$ cat config.mk
export PLATFORM = sky130hd
export DESIGN_NAME = stc_sink_mirror_flat
export DESIGN_NICKNAME = d
export VERILOG_FILES = /design/src/stc_pkg.sv /design/src/stc_link_if.sv /design/src/stc_axil_port.sv /design/src/stc_sink_mirror.sv /design/src/flat_wrapper.sv
export VERILOG_INCLUDE_DIRS = /design/src
export SDC_FILE = /design/constraint.sdc
export NUM_CORES = 1
export LEC_CHECK = 0
export BUFFER_PORTS_ARGS = -buffer_cell sky130_fd_sc_hd__buf_4
export CORE_ASPECT_RATIO = 0.9
export CORE_MARGIN = 1.5
export CORE_UTILIZATION = 35
export DETAILED_ROUTE_END_ITERATION = 7
export PLACE_DENSITY_LB_ADDON = 0.12
export REMOVE_ABC_BUFFERS = 1
export SLEW_MARGIN = 20
export SYNTH_ARGS = -nofsm -noshare
export SYNTH_HDL_FRONTEND = slang
export SYNTH_SLANG_ARGS = --single-unit
$ cat constraint.sdc
create_clock -name aclk -period 5.95 [get_ports aclk]
set_clock_uncertainty 0.2 [all_clocks]
set_input_delay 0.595 -clock aclk [delete_from_list [all_inputs] [get_ports aclk]]
set_output_delay 0.595 -clock aclk [all_outputs]
set_load 0.02 [all_outputs]
$ cat src/stc_defs.svh
`ifndef STC_DEFS_SVH
`define STC_DEFS_SVH

`define STC_AW          12
`define STC_DW          32
`define STC_LINK_DW     8

`define STC_OFS_LQP     12'h410
`define STC_OFS_RCE     12'h414
`define STC_OFS_SCR     12'h418
`define STC_OFS_ECS     12'h41C
`define STC_OFS_LANE0   12'h420
`define STC_OFS_LANE1   12'h424
`define STC_OFS_LANE2   12'h428
`define STC_OFS_LANE3   12'h42C
`define STC_OFS_SPREAD  12'h430

`define STC_OFS_TX_CMD  12'h000
`define STC_OFS_TX_STAT 12'h004
`define STC_CMD_OFS_LSB 0
`define STC_CMD_DAT_LSB 16

`define STC_LANE_MAXPE  5
`define STC_LANE_PE_LSB 3
`define STC_LANE_MAXSW  2
`define STC_LANE_SW_LSB 0

`define STC_LQP_NONE    2'h0
`define STC_LQP_D102    2'h1
`define STC_LQP_SER     2'h2
`define STC_LQP_PRBS7   2'h3
`define STC_ECS_BOTH    2'h0
`define STC_ECS_DISP    2'h1
`define STC_ECS_ILLEGAL 2'h2
`define STC_ECS_RSVD    2'h3

`define STC_CODE_RST    2'h0
`define STC_BIT_RST     1'b0
`define STC_SCR_RST     1'b1
`define STC_LANE_RST    6'h00

`define STC_RESP_OKAY   2'h0
`define STC_RESP_SLVERR 2'h2

`endif

$ cat src/stc_pkg.sv
package stc_pkg;
    typedef logic [1:0] stc_code_t;
    typedef logic [5:0] stc_lane_t;
    typedef enum logic {
        stc_tx_idle,
        stc_tx_send
    } stc_tx_state_t;
endpackage

$ cat src/stc_link_if.sv
`timescale 1ns/1ps
`default_nettype none
`include "stc_defs.svh"
interface stc_link_if;
    logic                      cfg_valid;
    logic [`STC_AW-1:0]        cfg_addr;
    logic [`STC_LINK_DW-1:0]   cfg_data;
    logic                      cfg_ready;
    modport sink   (input cfg_valid, input cfg_addr, input cfg_data, output cfg_ready);
    modport source (output cfg_valid, output cfg_addr, output cfg_data, input cfg_ready);
endinterface
`default_nettype wire

$ cat src/stc_axil_port.sv
`timescale 1ns/1ps
`default_nettype none
`include "stc_defs.svh"
module stc_axil_port (
    input  wire logic                aclk,
    input  wire logic                aresetn,
    input  wire logic [`STC_AW-1:0]  s_axi_awaddr,
    input  wire logic                s_axi_awvalid,
    output logic                     s_axi_awready,
    input  wire logic [`STC_DW-1:0]  s_axi_wdata,
    input  wire logic [3:0]          s_axi_wstrb,
    input  wire logic                s_axi_wvalid,
    output logic                     s_axi_wready,
    output logic [1:0]               s_axi_bresp,
    output logic                     s_axi_bvalid,
    input  wire logic                s_axi_bready,
    input  wire logic [`STC_AW-1:0]  s_axi_araddr,
    input  wire logic                s_axi_arvalid,
    output logic                     s_axi_arready,
    output logic [`STC_DW-1:0]       s_axi_rdata,
    output logic [1:0]               s_axi_rresp,
    output logic                     s_axi_rvalid,
    input  wire logic                s_axi_rready,
    output logic                     wr_en,
    output logic [`STC_AW-1:0]       wr_addr,
    output logic [`STC_DW-1:0]       wr_data,
    output logic [3:0]               wr_strb,
    input  wire logic                wr_err,
    output logic                     rd_en,
    output logic [`STC_AW-1:0]       rd_addr,
    input  wire logic [`STC_DW-1:0]  rd_data,
    input  wire logic                rd_err
);
    logic               aw_got_q, aw_got_d, w_got_q, w_got_d;
    logic               awready_q, awready_d, wready_q, wready_d;
    logic               wr_en_q, wr_en_d, bvalid_q, bvalid_d;
    logic [1:0]         bresp_q, bresp_d, rresp_q, rresp_d;
    logic [`STC_AW-1:0] aw_addr_q, aw_addr_d;
    logic [`STC_DW-1:0] w_data_q, w_data_d, rdata_q, rdata_d;
    logic [3:0]         w_strb_q, w_strb_d;
    logic               arready_q, arready_d, rvalid_q, rvalid_d;
    logic               aw_hs, w_hs, ar_hs, done;

    assign aw_hs   = s_axi_awvalid & awready_q;
    assign w_hs    = s_axi_wvalid & wready_q;
    assign ar_hs   = s_axi_arvalid & arready_q;
    assign rd_en   = ar_hs;
    assign rd_addr = s_axi_araddr;

    // address and data may arrive in either order; the store waits for both
    always_comb begin
        done      = (aw_got_q | aw_hs) & (w_got_q | w_hs);
        aw_got_d  = (aw_got_q | aw_hs) & ~done;
        w_got_d   = (w_got_q | w_hs) & ~done;
        aw_addr_d = aw_hs ? s_axi_awaddr : aw_addr_q;
        w_data_d  = w_hs ? s_axi_wdata : w_data_q;
        w_strb_d  = w_hs ? s_axi_wstrb : w_strb_q;
        wr_en_d   = done;
        // response one cycle after the store so the error flag is settled
        bvalid_d  = wr_en_q | (bvalid_q & ~s_axi_bready);
        bresp_d   = wr_en_q ? (wr_err ? `STC_RESP_SLVERR : `STC_RESP_OKAY) : bresp_q;
        awready_d = ~aw_got_d & ~wr_en_d & ~bvalid_d;
        wready_d  = ~w_got_d & ~wr_en_d & ~bvalid_d;
        rvalid_d  = ar_hs | (rvalid_q & ~s_axi_rready);
        rdata_d   = ar_hs ? rd_data : rdata_q;
        rresp_d   = ar_hs ? (rd_err ? `STC_RESP_SLVERR : `STC_RESP_OKAY) : rresp_q;
        arready_d = ~rvalid_d;
    end

    always_ff @(posedge aclk) begin
        if (!aresetn) begin
            aw_got_q  <= 1'b0;
            w_got_q   <= 1'b0;
            aw_addr_q <= '0;
            w_data_q  <= '0;
            w_strb_q  <= 4'h0;
            wr_en_q   <= 1'b0;
            bvalid_q  <= 1'b0;
            bresp_q   <= `STC_RESP_OKAY;
            awready_q <= 1'b1;
            wready_q  <= 1'b1;
            rvalid_q  <= 1'b0;
            rdata_q   <= '0;
            rresp_q   <= `STC_RESP_OKAY;
            arready_q <= 1'b1;
        end else begin
            aw_got_q  <= aw_got_d;
            w_got_q   <= w_got_d;
            aw_addr_q <= aw_addr_d;
            w_data_q  <= w_data_d;
            w_strb_q  <= w_strb_d;
            wr_en_q   <= wr_en_d;
            bvalid_q  <= bvalid_d;
            bresp_q   <= bresp_d;
            awready_q <= awready_d;
            wready_q  <= wready_d;
            rvalid_q  <= rvalid_d;
            rdata_q   <= rdata_d;
            rresp_q   <= rresp_d;
            arready_q <= arready_d;
        end
    end

    assign s_axi_awready = awready_q;
    assign s_axi_wready  = wready_q;
    assign s_axi_bvalid  = bvalid_q;
    assign s_axi_bresp   = bresp_q;
    assign s_axi_arready = arready_q;
    assign s_axi_rvalid  = rvalid_q;
    assign s_axi_rdata   = rdata_q;
    assign s_axi_rresp   = rresp_q;
    assign wr_en         = wr_en_q;
    assign wr_addr       = aw_addr_q;
    assign wr_data       = w_data_q;
    assign wr_strb       = w_strb_q;
endmodule // stc_axil_port
`default_nettype wire

$ cat src/stc_sink_mirror.sv
// Contract
// - pattern field readable at 0x410, read-only
// - pattern codes none, D10.2, SER, PRBS7
// - enable bit drives recovered clock out
// - scrambler-off bit reads transmitter state
// - scrambler-off resets to disabled value
// - error select codes both, disp, illegal
// - transmitter writes each lane's training set
// - lane bit 5 shows max pre-emphasis
// - lane bits 4:3 pre-emphasis level
// - lane bit 2 shows max swing
// - lane bits 1:0 swing level
// - lanes 1-3 share lane 0 layout
// - downspread bit one means 0.5 percent
// - transmitter sets downspread bit when enabled
// - fields arrive as link writes, mirrored here
//
// Local design decision: register access over AXI4-Lite.
`timescale 1ns/1ps
`default_nettype none
`include "stc_defs.svh"
module stc_sink_mirror (
    input  wire logic                aclk,
    input  wire logic                aresetn,
    stc_link_if.sink                 link,
    input  wire logic [`STC_AW-1:0]  s_axi_awaddr,
    input  wire logic                s_axi_awvalid,
    output logic                     s_axi_awready,
    input  wire logic [`STC_DW-1:0]  s_axi_wdata,
    input  wire logic [3:0]          s_axi_wstrb,
    input  wire logic                s_axi_wvalid,
    output logic                     s_axi_wready,
    output logic [1:0]               s_axi_bresp,
    output logic                     s_axi_bvalid,
    input  wire logic                s_axi_bready,
    input  wire logic [`STC_AW-1:0]  s_axi_araddr,
    input  wire logic                s_axi_arvalid,
    output logic                     s_axi_arready,
    output logic [`STC_DW-1:0]       s_axi_rdata,
    output logic [1:0]               s_axi_rresp,
    output logic                     s_axi_rvalid,
    input  wire logic                s_axi_rready,
    input  wire logic                rec_clk_pin,
    output logic                     test_clk_out,
    output stc_pkg::stc_code_t       link_quality_pattern,
    output logic                     scrambler_off_flag,
    output stc_pkg::stc_code_t       error_count_kind_select,
    output stc_pkg::stc_lane_t       lane0_drive_setting,
    output stc_pkg::stc_lane_t       lane1_drive_setting,
    output stc_pkg::stc_lane_t       lane2_drive_setting,
    output stc_pkg::stc_lane_t       lane3_drive_setting,
    output logic                     spread_amount_bit
);
    stc_pkg::stc_code_t lqp_q, lqp_d;
    stc_pkg::stc_code_t ecs_q, ecs_d;
    stc_pkg::stc_lane_t lane_q [4];
    stc_pkg::stc_lane_t lane_d [4];
    logic               rce_q, rce_d;
    logic               scr_q, scr_d;
    logic               spread_q, spread_d;
    logic               ready_q, ready_d;
    logic               rec_meta_q, rec_sync_q, test_clk_q, test_clk_d;
    logic               take;
    logic [`STC_DW:0]   rd_word;
    logic [`STC_AW-1:0] rd_addr;
    logic [`STC_DW-1:0] rd_data;
    logic               rd_err;

    // lane index for an offset in the lane window, or 4 when outside it
    function automatic logic [2:0] lane_of(input logic [`STC_AW-1:0] a);
        logic [2:0] idx;
        idx = 3'd4;
        case (a)
            `STC_OFS_LANE0: idx = 3'd0;
            `STC_OFS_LANE1: idx = 3'd1;
            `STC_OFS_LANE2: idx = 3'd2;
            `STC_OFS_LANE3: idx = 3'd3;
            default:        idx = 3'd4;
        endcase
        return idx;
    endfunction

    // host view of the mirror; upper bits pad with zero
    function automatic logic [`STC_DW:0] mirror_word(input logic [`STC_AW-1:0] a);
        logic [`STC_DW:0] w;
        logic [2:0]       l;
        w = '0;
        l = lane_of(a);
        case (a)
            `STC_OFS_LQP:    w[1:0] = lqp_q;
            `STC_OFS_RCE:    w[0]   = rce_q;
            `STC_OFS_SCR:    w[0]   = scr_q;
            `STC_OFS_ECS:    w[1:0] = ecs_q;
            `STC_OFS_SPREAD: w[0]   = spread_q;
            default: begin
                if (l < 3'd4) begin
                    w[5:0] = lane_q[l[1:0]];
                end else begin
                    w[`STC_DW] = 1'b1;
                end
            end
        endcase
        return w;
    endfunction

    // the link is ready one cycle after reset ends; every beat lands in one cycle
    assign take = link.cfg_valid & ready_q;

    always_comb begin
        logic [2:0] l;
        l        = lane_of(link.cfg_addr);
        lqp_d    = lqp_q;
        rce_d    = rce_q;
        scr_d    = scr_q;
        ecs_d    = ecs_q;
        spread_d = spread_q;
        ready_d  = 1'b1;
        for (int i = 0; i < 4; i++) begin
            lane_d[i] = lane_q[i];
        end
        if (take) begin
            case (link.cfg_addr)
                `STC_OFS_LQP:    lqp_d    = link.cfg_data[1:0];
                `STC_OFS_RCE:    rce_d    = link.cfg_data[0];
                `STC_OFS_SCR:    scr_d    = link.cfg_data[0];
                `STC_OFS_ECS:    ecs_d    = link.cfg_data[1:0];
                `STC_OFS_SPREAD: spread_d = link.cfg_data[0];
                default: begin
                    if (l < 3'd4) begin
                        lane_d[l[1:0]] = link.cfg_data[5:0];
                    end
                end
            endcase
        end
    end

    always_ff @(posedge aclk) begin
        if (!aresetn) begin
            lqp_q    <= `STC_CODE_RST;
            rce_q    <= `STC_BIT_RST;
            scr_q    <= `STC_SCR_RST;
            ecs_q    <= `STC_CODE_RST;
            spread_q <= `STC_BIT_RST;
            ready_q  <= 1'b0;
            for (int i = 0; i < 4; i++) begin
                lane_q[i] <= `STC_LANE_RST;
            end
        end else begin
            lqp_q    <= lqp_d;
            rce_q    <= rce_d;
            scr_q    <= scr_d;
            ecs_q    <= ecs_d;
            spread_q <= spread_d;
            ready_q  <= ready_d;
            for (int i = 0; i < 4; i++) begin
                lane_q[i] <= lane_d[i];
            end
        end
    end

    // recovered clock is a foreign pin: two flops, then gated by the enable.
    // limitation: the copy on the test port is resampled at aclk rate
    assign test_clk_d = rce_q & rec_sync_q;

    always_ff @(posedge aclk) begin
        if (!aresetn) begin
            rec_meta_q <= 1'b0;
            rec_sync_q <= 1'b0;
            test_clk_q <= 1'b0;
        end else begin
            rec_meta_q <= rec_clk_pin;
            rec_sync_q <= rec_meta_q;
            test_clk_q <= test_clk_d;
        end
    end

    // a process, not an assign: the function also reads the stored fields
    always_comb begin
        rd_word = mirror_word(rd_addr);
    end
    assign rd_data = rd_word[`STC_DW-1:0];
    assign rd_err  = rd_word[`STC_DW];

    // every host write answers okay and touches nothing
    stc_axil_port u_axil (
        .aclk          (aclk),
        .aresetn       (aresetn),
        .s_axi_awaddr  (s_axi_awaddr),
        .s_axi_awvalid (s_axi_awvalid),
        .s_axi_awready (s_axi_awready),
        .s_axi_wdata   (s_axi_wdata),
        .s_axi_wstrb   (s_axi_wstrb),
        .s_axi_wvalid  (s_axi_wvalid),
        .s_axi_wready  (s_axi_wready),
        .s_axi_bresp   (s_axi_bresp),
        .s_axi_bvalid  (s_axi_bvalid),
        .s_axi_bready  (s_axi_bready),
        .s_axi_araddr  (s_axi_araddr),
        .s_axi_arvalid (s_axi_arvalid),
        .s_axi_arready (s_axi_arready),
        .s_axi_rdata   (s_axi_rdata),
        .s_axi_rresp   (s_axi_rresp),
        .s_axi_rvalid  (s_axi_rvalid),
        .s_axi_rready  (s_axi_rready),
        .wr_en         (),
        .wr_addr       (),
        .wr_data       (),
        .wr_strb       (),
        .wr_err        (1'b0),
        .rd_en         (),
        .rd_addr       (rd_addr),
        .rd_data       (rd_data),
        .rd_err        (rd_err)
    );

    assign link.cfg_ready           = ready_q;
    assign test_clk_out             = test_clk_q;
    assign link_quality_pattern     = lqp_q;
    assign scrambler_off_flag       = scr_q;
    assign error_count_kind_select  = ecs_q;
    assign lane0_drive_setting      = lane_q[0];
    assign lane1_drive_setting      = lane_q[1];
    assign lane2_drive_setting      = lane_q[2];
    assign lane3_drive_setting      = lane_q[3];
    assign spread_amount_bit        = spread_q;
endmodule // stc_sink_mirror
`default_nettype wire

$ cat src/flat_wrapper.sv
// flat-port wrapper written by rule: the top's interface ports become plain ports
module stc_sink_mirror_flat 
  (aclk, aresetn, s_axi_awaddr, s_axi_awvalid, s_axi_awready, s_axi_wdata, s_axi_wstrb, s_axi_wvalid, s_axi_wready, s_axi_bresp, s_axi_bvalid, s_axi_bready, s_axi_araddr, s_axi_arvalid, s_axi_arready, s_axi_rdata, s_axi_rresp, s_axi_rvalid, s_axi_rready, rec_clk_pin, test_clk_out, link_quality_pattern, scrambler_off_flag, error_count_kind_select, lane0_drive_setting, lane1_drive_setting, lane2_drive_setting, lane3_drive_setting, spread_amount_bit, link_cfg_valid, link_cfg_addr, link_cfg_data, link_cfg_ready);
  stc_link_if link_i ();
  input  wire logic aclk;
  input  wire logic aresetn;
  input  wire logic [`STC_AW-1:0] s_axi_awaddr;
  input  wire logic s_axi_awvalid;
  output logic s_axi_awready;
  input  wire logic [`STC_DW-1:0] s_axi_wdata;
  input  wire logic [3:0] s_axi_wstrb;
  input  wire logic s_axi_wvalid;
  output logic s_axi_wready;
  output logic [1:0] s_axi_bresp;
  output logic s_axi_bvalid;
  input  wire logic s_axi_bready;
  input  wire logic [`STC_AW-1:0] s_axi_araddr;
  input  wire logic s_axi_arvalid;
  output logic s_axi_arready;
  output logic [`STC_DW-1:0] s_axi_rdata;
  output logic [1:0] s_axi_rresp;
  output logic s_axi_rvalid;
  input  wire logic s_axi_rready;
  input  wire logic rec_clk_pin;
  output logic test_clk_out;
  output stc_pkg::stc_code_t link_quality_pattern;
  output logic scrambler_off_flag;
  output stc_pkg::stc_code_t error_count_kind_select;
  output stc_pkg::stc_lane_t lane0_drive_setting;
  output stc_pkg::stc_lane_t lane1_drive_setting;
  output stc_pkg::stc_lane_t lane2_drive_setting;
  output stc_pkg::stc_lane_t lane3_drive_setting;
  output logic spread_amount_bit;
  input wire logic [$bits(link_i.cfg_valid)-1:0] link_cfg_valid;
  input wire logic [$bits(link_i.cfg_addr)-1:0] link_cfg_addr;
  input wire logic [$bits(link_i.cfg_data)-1:0] link_cfg_data;
  output wire logic [$bits(link_i.cfg_ready)-1:0] link_cfg_ready;
  assign link_i.cfg_valid = link_cfg_valid;
  assign link_i.cfg_addr = link_cfg_addr;
  assign link_i.cfg_data = link_cfg_data;
  assign link_cfg_ready = link_i.cfg_ready;
  stc_sink_mirror u_core (.aclk(aclk), .aresetn(aresetn), .link(link_i), .s_axi_awaddr(s_axi_awaddr), .s_axi_awvalid(s_axi_awvalid), .s_axi_awready(s_axi_awready), .s_axi_wdata(s_axi_wdata), .s_axi_wstrb(s_axi_wstrb), .s_axi_wvalid(s_axi_wvalid), .s_axi_wready(s_axi_wready), .s_axi_bresp(s_axi_bresp), .s_axi_bvalid(s_axi_bvalid), .s_axi_bready(s_axi_bready), .s_axi_araddr(s_axi_araddr), .s_axi_arvalid(s_axi_arvalid), .s_axi_arready(s_axi_arready), .s_axi_rdata(s_axi_rdata), .s_axi_rresp(s_axi_rresp), .s_axi_rvalid(s_axi_rvalid), .s_axi_rready(s_axi_rready), .rec_clk_pin(rec_clk_pin), .test_clk_out(test_clk_out), .link_quality_pattern(link_quality_pattern), .scrambler_off_flag(scrambler_off_flag), .error_count_kind_select(error_count_kind_select), .lane0_drive_setting(lane0_drive_setting), .lane1_drive_setting(lane1_drive_setting), .lane2_drive_setting(lane2_drive_setting), .lane3_drive_setting(lane3_drive_setting), .spread_amount_bit(spread_amount_bit));
endmodule
# [Word-level counts from Yosys, hierarchy flattened]
# Memory sizes are Yosys's and may differ from the RTL's.
# Cells that the tools add are included.
[totals] ff_bits=27 memories=1 in_bits=89 latchBits=0 mem_bits_ro=0 ram_bits=24
[mem_list] name="u_core.lane_q" depth=4 width=6 rd=5 rd_clocked_by_memory_dff=0 wr=4 line_no="stc_sink_mirror.sv:56" source="stc_pkg::stc_lane_t lane_q [4];"
[classes] eq_ne=18 bitwise_logic=30 reduce_logical=9 shifts=0 div_mod_pow=0 multipliers=0 mux=21 addsub=0 n_lt_le_gt_ge=4
[op_table] op="== test 12 x 11 -> 1 bit, second input constant" count=18
[op_table] op="two-way mux 24 bit" count=3
[op_table] op="two-way mux 6 bit" count=6
[op_table] op="bitwise mux 24 bit" count=1
[op_table] op="case mux 3 bit (4 select lines)" count=2
[op_table] op="AND 1 bit" count=14
[op_table] op="demux 6 bit (select 2 bit)" count=1
[op_table] op="AND reduction 2 bit" count=5
[op_table] op="OR reduction 5 bit" count=2
[op_table] op="bitwise OR 1 bit" count=8
[op_table] op="NOT 1 bit" count=7
[op_table] op="less-than comparator 3 bit, second input constant" count=2
[op_table] op="case mux 1 bit (5 select lines)" count=1
[op_table] op="two-way mux 1 bit" count=4
[op_table] op="two-way mux 4 bit" count=1
[op_table] op=">= comparator 3 bit, second input constant" count=1
[op_table] op="less-than comparator 3 x 1 -> 1 bit, second input constant" count=1
[op_table] op="NOT 2 -> 3 bit" count=1
[op_table] op="case mux 1 bit (3 select lines)" count=1
[op_table] op="OR reduction 3 bit" count=1
[op_table] op="two-way mux 2 bit" count=1
[op_table] op="logical AND 1 bit" count=1

# [Depth between registers and ports, before layout]
# Gate-level depths: netlist (run 1).
[depth] ltp_word=12 depth_mapped=6 mapped_depth_nobuf=4

# [By module]
# Synthesis (run 1) repeated with hierarchy kept, for this count alone.
[hier_totals] cells_unflattened=612 hier_area_um2=6020.8
[by_module_without_submodules] module="stc_axil_port" cells_per_inst=411 instances=1 area_per_inst_um2=4199.0
[by_module_without_submodules] module="stc_sink_mirror" cells_per_inst=201 instances=1 area_per_inst_um2=1821.7

# [Worst setup path before layout (run 1)]
# Ideal clock, no wire load.
[synth_timing] kind="in2reg" startpoint="input port link_cfg_addr[6]" endpoint="register u_core.scr_q, in the netlist u_core.scrambler_off_flag" t_required_ns=5.617 setup_slack_ns=3.634 t_arrival_ns=1.983 path_stages=6 setup_time_ns=0.133 cell_sequence="or4_4 or4_1 buf_2 buf_6 o21ai_2 nand3_1"
[synth_between] elab_chain_len=2
[synth_rtl] item="start: declaration" line_no="flat_wrapper.sv:35" source="input wire logic [$bits(link_i.cfg_addr)-1:0] link_cfg_addr;"
[synth_rtl] item="== test 12 x 11 -> 1 bit" line_no="stc_sink_mirror.sv:122" source="case (link.cfg_addr)"
[synth_rtl] item="AND reduction 2 bit (no line)"
[synth_rtl] item="end signal: assignment" line_no="stc_sink_mirror.sv:141" source="scr_q <= `STC_SCR_RST;"
[synth_rtl] item="end signal: assignment" line_no="stc_sink_mirror.sv:151" source="scr_q <= scr_d;"
[synth_rtl] item="end: declaration" line_no="stc_sink_mirror.sv:59" source="logic scr_q, scr_d;"
# No other way between the ends.
# A chain may end at the register's enable or synchronous reset.

==> results of run 1 <==
==> cells in the mapped netlist, types with 9 or more instances <==
| library cell | n |
|---|---|
| buf_4 | 29 |
| nand2_1 | 9 |
| o21ai_0 | 26 |
| o21ai_1 | 9 |
| nor2_1 | 9 |
| dfxtp_1 | 50 |
| a21oi_1 | 40 |
| nand3_1 | 38 |
| clkbuf_1 | 15 |
==> logic make-up (layout without fill, tap and decap cells) <==
| kind of cell | after synthesis | count (layout) | synth area share, % |
|---|---|---|---|
| AND/OR/NAND/NOR | 88 | 88 | 21.2 |
| AO/OA/AOI/OAI | 87 | 87 | 19.0 |
| buffers and inverters | 54 | 95 | 13.2 |
| flip-flops | 50 | 50 | 41.0 |
| multiplexers | 8 | 8 | 5.33 |
| other | 1 | 29 | 0.154 |
==> per-stage QoR <==
step / hold slack [ns] / total power [mW] / setup slack (ns) / instance area (sq um) / cells
floorplan: 0.212 / 0.397 / 3.59 / 2240 / 267
global placement: 0.213 / 0.440 / 3.23 / 2980 / 440
detailed placement: 0.223 / 0.441 / 3.22 / 2980 / 440
CTS: 0.243 / 0.685 / 3.55 / 3090 / 447
global route: 0.258 / 0.707 / 3.47 / 3090 / 447
finish: 0.240 / 0.678 / 3.56 / 3090 / 447
==> flip-flops by register name (all words and copies together) (netlist names) <==
signal and count:
u_core.link_quality_pattern 2, u_core.u_axil.s_axi_arready 1, u_core.rec_meta_q 1, u_core.rce_q 1
u_core.rec_sync_q 1, u_core.u_axil.s_axi_bvalid 1, u_core.u_axil.aw_got_q 1, u_core.u_axil.w_got_q 1
u_core.link.cfg_ready 1, u_core.error_count_kind_select 2, u_core.test_clk_out 1, u_core.u_axil.s_axi_wready 1
u_core.u_axil.s_axi_rdata 6, u_core.u_axil.s_axi_awready 1, u_core.spread_amount_bit 1, u_core.u_axil.wr_en 1
u_core.scrambler_off_flag 1, u_core.lane_q 24, u_core.u_axil.s_axi_rvalid 1, u_core.u_axil.s_axi_rresp 1
==> report_power, final <==
| part | switching [mW] | internal, mW | total (mW) |
|---|---|---|---|
| registers | 0.00319 | 0.341 | 0.344 |
| clock network | 0.111 | 0.135 | 0.245 |
| logic | 0.0560 | 0.0328 | 0.0888 |
| total | 0.170 | 0.509 | 0.678 |
==> layer usage <==
layer	global-route usage, %	wire length, um	part of all wire, %	up-vias
met1	24.1	3030	47	1011
met5	0	0	0	-
li1	-	-	-	1111
met4	5.16	74	1.1	0
met2	27.0	2970	46	99
met3	3.11	436	6.7	7
==> worst paths after layout <==
| check | to | slack, ns | startpoint |
|---|---|---|---|
| min reg2reg | u_core.rec_sync_q$_SDFF_PN0_ | 0.24 | u_core.rec_meta_q$_SDFF_PN0_ |
| max | u_core.lane_q[0][2]$_SDFFE_PN0P_ | 3.56 | link_cfg_addr[6] |
| min | u_core.rec_sync_q$_SDFF_PN0_ | 0.24 | u_core.rec_meta_q$_SDFF_PN0_ |
| max reg2reg | u_core.lane_q[0][2]$_SDFFE_PN0P_ | 3.86 | u_core.link.cfg_ready$_DFF_P_ |
==> worst max-delay path: cells and delay by family <==
kind,cells,cell delay [ns]
AOI/OAI and AO/OA,2,0.35
buffers and inverters,1,0.11
and+or+nand+nor,2,1.30
==> layout make-up <==
cell class,instances,area [sq um]
Multi-Input combinational cell,212,1220
Clock buffer,6,82.6
Inverter,5,18.8
Timing Repair Buffer,83,623
Sequential cell,50,1000
Fill cell,691,3570
Tap cell,90,113
Clock inverter,1,30.0
==> results.md, run 1 <==
* DPL Wire Length at about 4.6 mm
* Initial antenna violation count at 0
* # diodes at 0
* Core Util, Final at 46.4%
* Worst path cell trace: buf_4 > or4_4 > or4_1 > o21ai_0 > a21oi_1
* Leakage at 1.25 nW
* Period minus WS final at 2.39 ns
* Hold Path Class: reg2reg
* Max Fclk at 418 MHz
* Clk_lat worst skew at ~0.3 ns
* WP data required at 5.92 ns
* Primary FF master, synth: dfxtp_1
* CTS clk-pin slew, worst paths at 0.09 ns
* CTS tree: yes
* Commonest non-fill, non-tap cell in the layout: buf_4
* Setup_tns at 0 ns
* Post-synth EDFFs at 0
* Antenna Nets Post-Route at 0
* Post-CTS Setup Bufs at 0
* Peak supply drop at roughly 100 uV
* Warnings, synthesis at 0
* Critical path's slowest cell: or4_1
* Register area share after synthesis at 41.0%
* Crit end category: flop
* Clock sink count at 50
* Area of the die at 7480 sq um
* RSZ-0062 raised after global routing: no
* Total of max-cap violations at 0
* GRT Overall Usage at between 10% and 20%
* Routed vias/inst at ~5.0
* Initial Util at 36.7%
* Pin count of the biggest net entering global routing at 38
* CP max FO at 16
* First-pass GRT wire length at 10.1 mm
* FF+latch count, synth at 50
* Fin. Hold Viols at 0
* Total CTS buffers at 5
* Die Span Y at about 80 um
* Fin crit share at 40.2%
* Vias in the first global route at 1968
* Post-synth top area share at 41.0%
* Gpl congestion at 0.788
* Critical path class: in2reg
* Vias at 2228
* Routed WL at around 6.5 mm
* DRT iter0 DRCs at 95
* Hold Buf Count CTS at 0
* Post-Syn Area at 2440 sq um
* I/O pin total at approximately 160
* Hold Path Cell Cnt at 1
* Buffers on Ports at 82
* Pre-antenna DRT Iters at 4
* GRT overflow at 0
* Delay of the slowest cell on the worst path at between 0.7 and 0.8 ns
* Arr. time, crit path at 2.36 ns
* Max-slew violations at 0
* Core Rows at 28
* Root Driver: clkbuf_8
* Die width at 91.0 um
* Post-Syn Instances at 288
* Area leader, netlist: dfxtp_1
* Async set or reset register ratio after synthesis at 0%
* Most frequent cells in the layout: 83 x buf_4, 50 x dfxtp_1, 40 x a21oi_1, 38 x nand3_1, 29 x conb_1
* Max-slew headroom at 37.5%
* Status: completed
* Worst Reg2Reg Path Length in Cells at 4
* Clock tree buffer depth at 2
* Final setup fails at 0
* Synth Area per Inst at roughly 8.5 sq um
* # H-tree levels at 2
* Nets at roughly 450
* PwrDens at 220 nW/um^2
* Post-CTS Resized at 0
* Final routed DRC violation total at 0
* Area Overhead vs Synth at 26.6%
* Layout cells sized above 1 at ~29%
* Top post-synthesis cells by area: dfxtp_1 41%, buf_4 8.9%, a21oi_1 8.2%, nand3_1 7.8%, o21ai_0 5.3%
* Synth cell types at 44
* Type of origin of the critical path: primary input
* Core Area at 6660 sq um
* WL/cell at ~15 um
* Worst Tran Pin Value at 0.931 ns
No activity file was read; power rests on OpenSTA's default activity.
==> inputs of run 2 (changes only) <==
--- a/config.mk
+++ b/config.mk
@@ -6,6 +6,7 @@
 export SDC_FILE = /design/constraint.sdc
 export NUM_CORES = 1
 export LEC_CHECK = 0
+export ABC_AREA = 1
 export BUFFER_PORTS_ARGS = -buffer_cell sky130_fd_sc_hd__buf_4
 export CORE_ASPECT_RATIO = 0.9
 export CORE_MARGIN = 1.5
==> constraint.sdc (replaced) <==
create_clock -name aclk -period 2.1 [get_ports aclk]
set_clock_uncertainty 0.2 [all_clocks]
set_input_delay 0.21 -clock aclk [delete_from_list [all_inputs] [get_ports aclk]]
set_output_delay 0.21 -clock aclk [all_outputs]
set_load 0.02 [all_outputs]
==> run 2 against run 1 <==
  * The run now ends with hold timing left
  * Non-clock buffer count rose by 11
  * Via count is 20% higher
  * Final cell count rose by 33%
  * Area after synthesis grew 16%
  * Sequential cell count unchanged
  * Synthesized cell count up 42%
==> results.md, run 2 <==
* Async set or reset register ratio after synthesis at 0%
* Delay of the slowest cell on the worst path at ~0.34 ns
* Synth cell types at 31
* Max Fclk at 644 MHz
* GRT overflow at 0
* Hold Path Cell Cnt at 3
* Synth Area per Inst at 6.90 sq um
* Register area share after synthesis at a little over a third
* Post-Syn Instances at between 400 and 500
* Fin. Hold Viols at 1
* Arr. time, crit path at 1.54 ns
* Commonest non-fill, non-tap cell in the layout: nand2_1
* Total of max-cap violations at 0
* Pre-antenna DRT Iters at 4
* Post-Syn Area at 2830 sq um
* Initial antenna violation count at 0
* Antenna Nets Post-Route at 0
* Area leader, netlist: dfxtp_1
* Crit end category: flop
* Vias at around 2700
* Primary FF master, synth: dfxtp_1
* Die Span Y at 88.3 um
* WP data required at 2.09 ns
* Root Driver: clkbuf_8
* Core Rows at 30
* Area of the die at 8630 sq um
* Nets at 588
* Vias in the first global route at approximately 2300
* Met1 Use GR at 23.0%
* Routed WL at 7.10 mm
* Leakage at 1.87 nW
* Levels on crit path at 5
* Failing checks: hold timing
* Critical path class: reg2reg
* GRT Overall Usage at 16.6%
* Status: finished with violations
* Clock tree buffer depth at 2
* Post-synth top cells: 97 x nand2_1, 59 x nor2_1, 53 x inv_1, 50 x dfxtp_1, 40 x nand3_1
* Most common cell in the netlist: nand2_1
* Clk_lat worst skew at 0.30 ns
* # H-tree levels at 2
* Max-slew violations at 0
* Setup WS pre-CTS at roughly 0.36 ns
* Top Usage Layer GRT: met2
* Layout cells sized above 1 at 24.8%
* Peak supply drop at around 300 uV
* Type of origin of the critical path: flop
* RSZ-0062 raised after global routing: no
* Most flops, register: u_core.lane_q
* Final setup fails at 0
* CTS tree: yes
* DRT iter0 DRCs at between 90 and 100
* Most frequent cells in the layout: 97 x nand2_1, 87 x buf_4, 59 x nor2_1, 53 x inv_1, 50 x dfxtp_1
* FF+latch count, synth at 50
* # diodes at 0
* Final routed DRC violation total at 0
* Delay-heaviest family, CP: simple AND/OR/NAND/NOR gates
* Top post-synthesis cells by area: dfxtp_1 35%, nand2_1 13%, buf_4 8.0%, nor2_1 7.8%, nand3_1 7.1%
* Die width at 97.8 um
* Area Overhead vs Synth at 26.0%
* Bufs and invs on worst path at 1
* Pin count of the biggest net entering global routing at 31
* Worst path cell trace: nand2_1 > inv_1 > nand4_2 > nor2_1 > nor2_1
* First-pass GRT wire length at between 10 and 15 mm
* PwrDens at ~540 nW/um^2
* Total CTS buffers at 5
* Max reg flops at 24
* Fin crit share at around three quarters
* Clock sink count at 50
* Hold slack at -0.00274 ns
* CTS clk-pin slew, worst paths at 0.09 ns
* Buffers on Ports at 82
* Routed vias/inst at 4.47
* I/O pin total at 162
* Met2 Use GR at 27.7%
* Setup slack after layout at about 0.55 ns
* Post-synth EDFFs at 0
* Setup_tns at 0 ns
* Core Area at 7690 sq um
* Hold Path Class: in2reg
* DPL Wire Length at 5.54 mm
* CP max FO at 12
* WL/cell at 11.9 um
* Post-CTS Setup Bufs at 0
* Initial Util at around 37%
* Global Route met3 Usage at 3.48%
* Worst Reg2Reg Path Length in Cells at 5
* Post-synth top area share at 35.4%
* Critical path's slowest cell: dfxtp_1
* Warnings, synthesis at 0
* Period minus WS final at 1.55 ns
* Gpl congestion at 0.897
* Crit path top cell by count: nor2_1
==> run 2: cell count changes in the layout (fill, tap and decap cells not counted), moves of 5 or more <==
cell and change:
a21oi_1 -26, o21ai_1 -9, inv_1 +49, o21ai_0 -17, nand2_1 +88, nor2_4 +5
nor2_1 +50, dlygate4sd3_1 +7
==> run 2: where the power goes <==
part	internal, mW	leakage [nW]	total, mW	switching [mW]
logic	0.101	1.41	0.280	0.179
registers	0.967	0.406	0.975	0.00785
clock network	0.356	0.0514	0.676	0.321
==> run 2: metal layers <==
layer / wire length [um] / share of wire [%] / vias to the layer above
li1: - / - / 1398
met1: 3460 / 49 / 1178
met2: 3220 / 45 / 83
met3: 381 / 5.4 / 4
met4: 34 / 0.48 / 0
met5: 0 / 0 / -
==> run 2: worst paths after layout <==
check / from / to / slack [ns]
setup / recovery: u_core.link.cfg_ready$_DFF_P_ / u_core.lane_q[1][1]$_SDFFE_PN0P_ / 0.55
setup reg to reg: u_core.link.cfg_ready$_DFF_P_ / u_core.lane_q[1][1]$_SDFFE_PN0P_ / 0.55
hold reg to reg: u_core.rec_meta_q$_SDFF_PN0_ / u_core.rec_sync_q$_SDFF_PN0_ / 0.22
hold / removal: s_axi_awvalid / u_core.u_axil.wr_en$_SDFF_PN0_ / -0.003
==> run 2: through the flow <==
step	area, sq um	instances	util (%)	power, mW
floorplan	2610	398	-	1.14
global placement	3380	581	44.0	1.26
detailed placement	3380	581	44.0	1.27
CTS	3560	596	46.3	1.96
global route	3560	596	46.3	2.02
finish	3560	596	46.3	1.93
==> run 2: cell families (layout without fill, tap and decap cells) <==
family                 Yosys count  in the layout  synth area share [%]
AO/OA/AOI/OAI                   33             33                  6.90
other                            1             29                 0.133
flip-flops                      50             50                  35.4
buffers and inverters           97            159                  19.0
AND/OR/NAND/NOR                229            229                  38.6
==> run 2: worst register-to-register path, delay by kind of cell (launching register included) <==
family	cells	cell delay, ns
buf+inv	1	0.20
flops	1	0.34
simple gates	4	0.71
==> run 2: layout make-up <==
| cell class | count | area (sq um) |
|---|---|---|
| Clock buffer | 6 | 72.6 |
| Inverter | 57 | 214 |
| Timing Repair Buffer | 94 | 723 |
| Sequential cell | 50 | 1000 |
| Tap cell | 96 | 120 |
| Multi-Input combinational cell | 291 | 1400 |
| Clock inverter | 2 | 37.5 |
| Fill cell | 780 | 4130 |
==> run 2: repair_timing <==
| action | in CTS | in global routing |
|---|---|---|
| gates resized for setup | 0 | 0 |
| endpoints found under the setup margin | 0 | 0 |
| hold endpoints to repair | 18 | 0 |
| hold buffers | 7 | 0 |
